===== config.mk =====
export PLATFORM = sky130hd
export DESIGN_NAME = adc_ext_clock_serial_host_port
export DESIGN_NICKNAME = d
export VERILOG_FILES = /design/src/design/serial_host_pkg.sv /design/src/design/word_buffer_if.sv /design/src/design/adc_ext_clock_serial_host_port.sv /design/src/design/word_buffer.sv
export SDC_FILE = /design/constraint.sdc
export NUM_CORES = 1
export LEC_CHECK = 0
export BUFFER_PORTS_ARGS = -buffer_cell sky130_fd_sc_hd__buf_2
export CORE_MARGIN = 3
export CORE_UTILIZATION = 55
export DETAILED_ROUTE_END_ITERATION = 12
export GPL_ROUTABILITY_DRIVEN = 0
export HOLD_SLACK_MARGIN = 0.1
export PLACE_DENSITY = 0.76
export SYNTH_ARGS = -nofsm -noshare
export SYNTH_HDL_FRONTEND = slang
export SYNTH_SLANG_ARGS = --single-unit
export TNS_END_PERCENT = 10

===== constraint.sdc =====
create_clock -name ref_clk -period 4.9 [get_ports ref_clk]
set_input_delay 1.225 -clock ref_clk [delete_from_list [all_inputs] [get_ports ref_clk]]
set_output_delay 1.225 -clock ref_clk [all_outputs]
set_load 0.01 [all_outputs]

===== src/design/serial_host_pkg.sv =====
package serial_host_pkg;
    localparam int WORD_BITS     = 24;
    localparam int BYTE_BITS     = 8;
    localparam int BYTES_PER_WORD = WORD_BITS / BYTE_BITS;
    localparam int CLK_MHZ       = 100;
    localparam int SCLK_HALF_NS  = 40;
    localparam int HALF_CYCLES   = (SCLK_HALF_NS * CLK_MHZ + 999) / 1000;
    localparam logic [1:0] WIRE_FULL     = 2'h0;
    localparam logic [1:0] WIRE_TIED_SEL = 2'h1;
    localparam logic [1:0] WIRE_INV_READ = 2'h2;
endpackage


===== src/design/word_buffer_if.sv =====
`timescale 1ns/1ns
interface word_buffer_if #(parameter int W = 24);
    logic         in_valid;
    logic         in_ready;
    logic [W-1:0] in_data;
    logic         out_valid;
    logic         out_ready;
    logic [W-1:0] out_data;
    modport fill  (output in_valid, output in_data, input in_ready);
    modport drain (input out_valid, input out_data, output out_ready);
    modport buf_side (input in_valid, input in_data, output in_ready,
                      output out_valid, output out_data, input out_ready);
endinterface


===== src/design/adc_ext_clock_serial_host_port.sv =====
`timescale 1ns/1ns
module adc_ext_clock_serial_host_port #(
    parameter int WORD_BITS = serial_host_pkg::WORD_BITS
) (
    input  wire logic                 ref_clk,        // System clock.
    input  wire logic                 reset,          // Async reset, high.
    input  wire logic                 clk_en,         // State freeze when low.
    input  wire logic [1:0]           wiring,         // Strobe wiring option.
    input  wire logic                 lsb_first,      // Mirror each byte.
    input  wire logic                 cmd_valid,      // Command request.
    output logic                      cmd_ready,      // Command accepted.
    input  wire logic                 cmd_write,      // 1 write, 0 read.
    input  wire logic                 cmd_sel,        // reg_select level.
    input  wire logic [WORD_BITS-1:0] cmd_wdata,      // Word to write.
    output logic                      rd_valid,       // Read word valid.
    input  wire logic                 rd_ready,       // Reader accepts.
    output logic [WORD_BITS-1:0]      rd_data,        // Read word.
    output logic                      sclk,           // Serial clock out.
    output logic                      read_frame_n,   // Read strobe.
    output logic                      write_frame_n,  // Write strobe.
    output logic                      reg_select,     // Register select.
    output logic                      serial_io_line_o,        // Serial line out.
    output logic                      serial_io_line_oe_n,     // Low while driving.
    input  wire logic                 serial_io_line_i,        // Serial line in.
    input  wire logic                 result_ready_n  // Data ready, low.
);
    // ------------------------------------------------------------
    // State
    // ------------------------------------------------------------
    typedef enum logic [1:0] {
        S_IDLE = 2'h0,
        S_WAIT = 2'h1,
        S_LOW  = 2'h3,
        S_HIGH = 2'h2
    } phase_e;

    typedef struct packed {
        phase_e                 phase;
        logic                   write;
        logic                   sel;
        logic [WORD_BITS-1:0]   shreg;
        logic [4:0]             bitn;
        logic [7:0]             half;
        logic                   sclk;
        logic                   rframe_n;
        logic                   wframe_n;
        logic                   oe_n;
        logic                   push;
        logic [1:0]             rdy_sync;
    } host_s;

    host_s st_ff;
    host_s nxt_st;

    // A frame ends one low half after the last falling clock edge.
    localparam logic [4:0] FRAME_END = 5'(WORD_BITS);
    localparam logic [7:0] HALF_END = 8'(serial_host_pkg::HALF_CYCLES - 1);

    word_buffer_if #(.W(WORD_BITS)) bif ();

    word_buffer #(.W(WORD_BITS)) u_buf (
        .ref_clk (ref_clk),
        .reset   (reset),
        .clk_en  (clk_en),
        .bif     (bif)
    );

    // Mirrors each byte of a word when the user side is LSB-first.
    function automatic logic [WORD_BITS-1:0] mirror_bytes(
        input logic [WORD_BITS-1:0] w
    );
        logic [WORD_BITS-1:0] r;
        r = w;
        for (int b = 0; b < WORD_BITS / serial_host_pkg::BYTE_BITS; b++) begin
            for (int i = 0; i < serial_host_pkg::BYTE_BITS; i++) begin
                r[b*serial_host_pkg::BYTE_BITS+i] =
                    w[b*serial_host_pkg::BYTE_BITS
                      + serial_host_pkg::BYTE_BITS-1-i];
            end
        end
        return r;
    endfunction

    logic rdy_low;
    logic last_half;
    logic tied;
    logic inv_rd;

    assign rdy_low   = ~st_ff.rdy_sync[1];
    assign last_half = (st_ff.half == HALF_END);
    assign tied      = (wiring == serial_host_pkg::WIRE_TIED_SEL);
    assign inv_rd    = (wiring == serial_host_pkg::WIRE_INV_READ);

    // ------------------------------------------------------------
    // Sequencer
    // ------------------------------------------------------------
    always_comb begin
        nxt_st = st_ff;
        nxt_st.push = 1'b0;
        nxt_st.rdy_sync = {st_ff.rdy_sync[0], result_ready_n};
        unique case (st_ff.phase)
            S_IDLE: begin
                nxt_st.sclk = 1'b0;
                if (cmd_valid) begin
                    nxt_st.write = cmd_write;
                    // Tied wiring forces control writes and output reads.
                    nxt_st.sel = tied ? ~cmd_write : cmd_sel;
                    nxt_st.shreg = lsb_first ? mirror_bytes(cmd_wdata)
                                             : cmd_wdata;
                    nxt_st.bitn = '0;
                    nxt_st.half = '0;
                    nxt_st.phase = S_WAIT;
                end
            end
            S_WAIT: begin
                // Only output-register reads wait for a ready result.
                if (st_ff.write || !st_ff.sel || rdy_low) begin
                    if (st_ff.write) begin
                        nxt_st.wframe_n = 1'b0;
                        nxt_st.oe_n = 1'b0;
                        // Every wiring keeps read strobe high here.
                        nxt_st.rframe_n = 1'b1;
                    end else begin
                        nxt_st.rframe_n = 1'b0;
                        nxt_st.wframe_n = inv_rd ? 1'b0 : 1'b1;
                        if (inv_rd) begin
                            nxt_st.wframe_n = 1'b1;
                        end
                    end
                    nxt_st.phase = S_LOW;
                end
            end
            S_LOW: begin
                if (bif.in_ready || st_ff.write) begin
                    nxt_st.half = st_ff.half + 8'h01;
                    if (last_half) begin
                        nxt_st.half = '0;
                        // Strobes rise inside a low half of the clock, so
                        // the device still sees the final falling edge.
                        if (st_ff.bitn == FRAME_END) begin
                            nxt_st.rframe_n = 1'b1;
                            nxt_st.wframe_n = 1'b1;
                            nxt_st.oe_n = 1'b1;
                            nxt_st.sel = 1'b1;
                            nxt_st.push = ~st_ff.write;
                            nxt_st.phase = S_IDLE;
                        end else begin
                            nxt_st.sclk = 1'b1;
                            nxt_st.phase = S_HIGH;
                        end
                    end
                end
            end
            S_HIGH: begin
                nxt_st.half = st_ff.half + 8'h01;
                if (last_half) begin
                    nxt_st.half = '0;
                    nxt_st.sclk = 1'b0;
                    // MSB first both ways; one frame spans all 24 bits.
                    nxt_st.shreg = {st_ff.shreg[WORD_BITS-2:0],
                                    st_ff.write ? 1'b0 : serial_io_line_i};
                    nxt_st.bitn = st_ff.bitn + 5'h01;
                    nxt_st.phase = S_LOW;
                end
            end
        endcase
    end

    always_ff @(posedge ref_clk or posedge reset) begin
        if (reset) begin
            st_ff <= '0;
            st_ff.phase <= S_IDLE;
            st_ff.rframe_n <= 1'b1;
            st_ff.wframe_n <= 1'b1;
            st_ff.sel <= 1'b1;
            st_ff.oe_n <= 1'b1;
            st_ff.rdy_sync <= 2'h3;
        end else if (clk_en) begin
            st_ff <= nxt_st;
        end
    end

    // ------------------------------------------------------------
    // Outputs
    // ------------------------------------------------------------
    assign cmd_ready     = (st_ff.phase == S_IDLE) && !st_ff.push;
    assign sclk          = st_ff.sclk;
    assign read_frame_n  = st_ff.rframe_n;
    assign write_frame_n = st_ff.wframe_n;
    assign reg_select    = st_ff.sel;
    assign serial_io_line_o       = st_ff.shreg[WORD_BITS-1];
    assign serial_io_line_oe_n    = st_ff.oe_n;

    // A read pauses in a low half while the buffer is full; the push lasts one cycle.
    assign bif.in_valid  = st_ff.push;
    assign bif.in_data   = lsb_first ? mirror_bytes(st_ff.shreg)
                                     : st_ff.shreg;
    assign rd_valid      = bif.out_valid;
    assign rd_data       = bif.out_data;
    assign bif.out_ready = rd_ready;
endmodule // adc_ext_clock_serial_host_port


===== src/design/word_buffer.sv =====
`timescale 1ns/1ns
module word_buffer #(
    parameter int W = 24
) (
    input  wire logic ref_clk,       // System clock.
    input  wire logic reset,         // Async reset, active high.
    input  wire logic clk_en,        // Freezes state while low.
    word_buffer_if.buf_side bif      // Fill and drain sides.
);
    typedef struct packed {
        logic [1:0][W-1:0] mem;
        logic              wr;
        logic              rd;
        logic [1:0]        cnt;
    } buf_s;
    buf_s st_ff;
    buf_s nxt_st;
    logic push;
    logic pop;

    assign bif.in_ready  = (st_ff.cnt != 2'h2);
    assign bif.out_valid = (st_ff.cnt != 2'h0);
    assign bif.out_data  = st_ff.mem[st_ff.rd];
    assign push = bif.in_valid && bif.in_ready;
    assign pop  = bif.out_valid && bif.out_ready;

    always_comb begin
        nxt_st = st_ff;
        if (push) begin
            nxt_st.mem[st_ff.wr] = bif.in_data;
            nxt_st.wr = ~st_ff.wr;
        end
        if (pop) begin
            nxt_st.rd = ~st_ff.rd;
        end
        nxt_st.cnt = st_ff.cnt + {1'b0, push} - {1'b0, pop};
    end

    always_ff @(posedge ref_clk or posedge reset) begin
        if (reset) begin
            st_ff <= '0;
        end else if (clk_en) begin
            st_ff <= nxt_st;
        end
    end
endmodule // word_buffer


-- Yosys cells after proc, flatten, opt, wreduce, memory -nomap -nowiden
Index checks and enable logic that the tools add are counted.
- register bits: 100
- output and inout bits: 32
- add/sub/neg operators: 4
- order comparisons: 3
- equal/unequal tests: 15
- mux-type cells: 32
- bitwise gates (word level): 5
- reductions and logical operators: 25
- operators with widths (kind ; count):
    $mux W24 ; 5
    $pmux W29 S2 ; 1
    $bwmux W48 ; 1
    $mux W41 ; 1
    $mux W38 ; 1
    $pmux W9 S3 ; 1
    $mux W13 ; 2
    $demux W24 S1 ; 1
    $reduce_and A6 Y1 ; 4
    $ne A2 B2 Y1 const B ; 9
    $mux W2 ; 6
    $add A8 B1 Y8 const B ; 1
    $eq A8 B2 Y1 const B ; 1
    $mux W1 ; 8
    $pmux W2 S4 ; 1
    $reduce_and A4 Y1 ; 2
    $reduce_bool A2 Y1 ; 4
    $reduce_and A7 Y1 ; 1
    $pmux W3 S2 ; 1
    $add A5 B1 Y5 const B ; 1
    $eq A5 B5 Y1 const B ; 1
    $not A1 Y1 ; 5
    $eq A2 B1 Y1 const B ; 2
    $eq A2 B2 Y1 const B ; 2
    other kinds (14) ; 22

-- Depth between registers and ports, before layout
- depth after elaboration: 5
- gate-level depth with buffers: 9
- mapped depth without buffers: 8

-- By module
From an unflattened synthesis, not the netlist that was laid out.
- cells, all modules: 441
- area, all modules: 5584.1 um^2
- by module, submodules not included (module ; times used ; cells an instance ; area an instance (um^2) ; sequential area each (um^2)):
    adc_ext_clock_serial_host_port ; 1 ; 291 ; 3164.3 ; 1208.7
    word_buffer ; 1 ; 150 ; 2419.8 ; 1301.2

-- Worst setup path before layout
Ideal clock, no wire load.
- path kind: register to output
- start: register u_buf.st_ff[2] in the netlist's numbering
- end: output port rd_data[0]
- data arrival time: 1.307 ns
- data required time: 3.675 ns
- path slack: 2.368 ns
- cell stages (with the launch flop): 4
- buffers on the path: 2
- cell sequence: dfrtp_1 clkbuf_1 buf_1 mux2_2
- longest elaborated chain between the ends: 2
- RTL lines (item ; line ; source):
    from (decl) ; word_buffer.sv:16 ; buf_s st_ff;
    from (signal assigned) ; word_buffer.sv:43 ; st_ff <= nxt_st;
    $mux W24 (implied by the code) (2 in series) ; word_buffer.sv:23 ; assign bif.out_data = st_ff.mem[st_ff.rd];
    to (decl) ; adc_ext_clock_serial_host_port.sv:17 ; output logic [WORD_BITS-1:0] rd_data,
Every way passes these cells. The select of a mux whose other input is x is not followed.

-- Worst setup path in the final report
- start: register u_buf.st_ff[2] in the netlist's numbering
- end: output port rd_data[5]
Same word-level chain as after synthesis.

==> flow_metrics.tcl <==
set metrics [dict create \
    numPortBuffers 67 \
    hp-start "u_buf.st_ff[11]" \
    synth_ff_type "dfrtp_1" \
    ant_nets 0 \
    fin_setup_tns_ns 0 \
    status "finished, final reports clean" \
    num_antenna_cells 0 \
    ys_top_cells_by_count "94 x dfrtp_1, 58 x nand2_1, 56 x o21ai_0" \
    reg2regPathDepth 6 \
    fin_nets 593 \
    coreArea_mm2 0.00937 \
    die_w_um 105 \
    grt_pass1_vias 3877 \
    grt_pass1_wl_um 19800 \
    syn_nets 545 \
    slew_viol_final 0 \
    synth_area_mm2 0.00539 \
    tightest_slew_ns 1.21 \
    hpwl_um 7970 \
    drc 0 \
    p_leak_nw 2.84 \
    cts_tree "built" \
    viasPerCell 5.84 \
    grt_max_degree 50 \
    cts_buffers 9 \
    holdPathEnd "u_buf.st_ff[11]" \
    start_util_pct 57.5 \
    synth_top_area_share_pct 43.6 \
    cts_max_path_buffers 2 \
    fmax_mhz 302 \
    fin_crit_ns 3.31 \
    post-cts-setup-buffers 0 \
    setup_violations 0 \
    ctsHoldBuffers 0 \
    synth.most_common_cell "dfrtp_1" \
    antenna_found_initial 0 \
    required_ns 3.67 \
    synth_seq_cells 100 \
    rsz0062_at_grt "false" \
    syn_area_per_cell_um2 10.8 \
    post-route-period-util_pct 67.6 \
    first_pass_iters 5 \
    cts_resized 0 \
    hold_viol 0 \
    cts_sinks 100 \
    clk_pin_slew_ns 0.11 \
    ir_drop_uv 253 \
    final_util_pct 63.5 \
    grt_overflow 0 \
    fp.dieH_um 105 \
    async_flop_share_pct 100 \
    crit_type "reg2out" \
    htree_levels 3 \
    cp-end-kind "primary output" \
    power.total_mw 2.57 \
    ys_warn_count 0 \
    synth_edf_count 0 \
    detail_route.wl_per_cell_um 17.1 \
    rrSetupSlack_ns 2.18 \
    yosys.cell_types.count 57 \
    dr.first_iter.drc_count 205 \
    ys_seq_area_share_pct 46.5 \
    holdCritPathClass "reg2reg" \
    pin_count 68 \
    yosysTopAreaCell "dfrtp_1" \
    hold_depth 2 \
    p_per_area_mw_per_mm2 432 \
    netlist_instances 500 \
    grt.total_usage_pct 22.1 \
    clkLatencyLatePin_ns 0.38 \
    crit_arrival_ns 2.09 \
    syn_to_final_growth_pct 10.3 \
    vias 3984 \
    start_kind "flop" \
    fp.dieArea_mm2 0.0110 \
    root_buffer "clkbuf_8" \
    synth_area_leaders "dfrtp_1 44%, mux2_2 11%, mux2i_1 9.8%" \
    drive_above_1_share_pct 29.1 \
    placementRows 35 \
    relSlewSlack_pct 18.9 \
    timing.rr.start "st_ff[46]" \
    wl_um 11700 \
    reg2reg_to "st_ff[21]" \
    clock_skew_ns 0.0163 \
    max_cap_violations 0 \
    path_max_fanout 25 \
]
metrics by stage:
step / area, um2 / hold slack, ns / cells / setup slack, ns
floorplan: 5390 / 0.444 / 500 / 1.07
global placement: 5730 / 0.455 / 666 / 1.73
detailed placement: 5730 / 0.464 / 666 / 1.69
CTS: 5950 / 0.490 / 682 / 1.58
global route: 5950 / 0.518 / 682 / 1.53
finish: 5950 / 0.485 / 682 / 1.59
cells by family after synthesis:
logic type	after synthesis	share of synthesized area (%)
AND/OR/NAND/NOR	119	11.8
multiplexers	107	21.1
XOR/XNOR	4	0.650
AO/OA/AOI/OAI	112	13.3
flip-flops	100	46.5
adder cells (fa/ha/maj)	9	2.09
buffers and inverters	49	4.57
power breakdown:
group          switching [mW]  internal [mW]
Combinational           0.460          0.392
Clock                   0.343          0.208
Sequential              0.192          0.972
Total                   0.995           1.57
critical path: stages, from the launching register on:
cell	delay, ns
dfrtp_1	1.12
mux2_2	0.44
buf_2	0.14
cell usage in the layout, fill, tap and decap left out, types with 3 or more instances in the layout:
cell type / n
a21oi_1: 8
a22oi_1: 3
a31oi_1: 3
buf_2: 67
buf_4: 5
clkbuf_8: 9
clkinv_8: 3
dfrtp_1: 94
dfstp_2: 6
ha_1: 9
inv_1: 13
mux2_2: 54
mux2i_1: 53
nand2_1: 58
nand2b_1: 4
nand3_1: 10
nand4_1: 4
nand4b_1: 3
nor2_1: 9
nor2b_1: 3
nor4_1: 3
o21ai_0: 56
o22ai_1: 3
o2bb2ai_1: 23
o31ai_1: 3
xnor2_1: 3
worst max path at each step:
stage / startpoint / end / slack [ns] / cells after the start
floorplan: reset / bif.in_valid / 1.07 / 1
global placement: clk_en / st_ff[32] / 1.73 / 4
detailed placement: clk_en / st_ff[29] / 1.69 / 4
CTS: u_buf.st_ff[2] / rd_data[18] / 1.58 / 2
global route: u_buf.st_ff[2] / rd_data[5] / 1.53 / 2
finish: u_buf.st_ff[2] / rd_data[5] / 1.59 / 2
registers in the layout (all words and copies together) (netlist names):
name                 flops
u_buf.st_ff             52
st_ff                   40
bif.in_valid             1
nxt_st                   1
read_frame_n             1
reg_select               1
sclk                     1
serial_io_line_o         1
serial_io_line_oe_n      1
write_frame_n            1
layout make-up:
| class | count | area [um2] |
|---|---|---|
| clock buffer | 9 | 124 |
| multi-input combinational | 351 | 2640 |
| fill | 773 | 3420 |
| tap | 129 | 161 |
| sequential | 100 | 2510 |
| timing repair buffer | 72 | 373 |
| inverter | 14 | 53.8 |
| clock inverter | 7 | 88.8 |
routing by layer:
| layer | track usage, % | vias to the layer above | routed length, um |
|---|---|---|---|
| met4 | 5.15 | 0 | 113 |
| met2 | 33.9 | 89 | 5410 |
| li1 | - | 1901 | - |
| met3 | 3.46 | 13 | 490 |
| met5 | 0 | - | 0 |
| met1 | 33.1 | 1981 | 5680 |
Note: power is estimated with default switching activity, not from simulation.
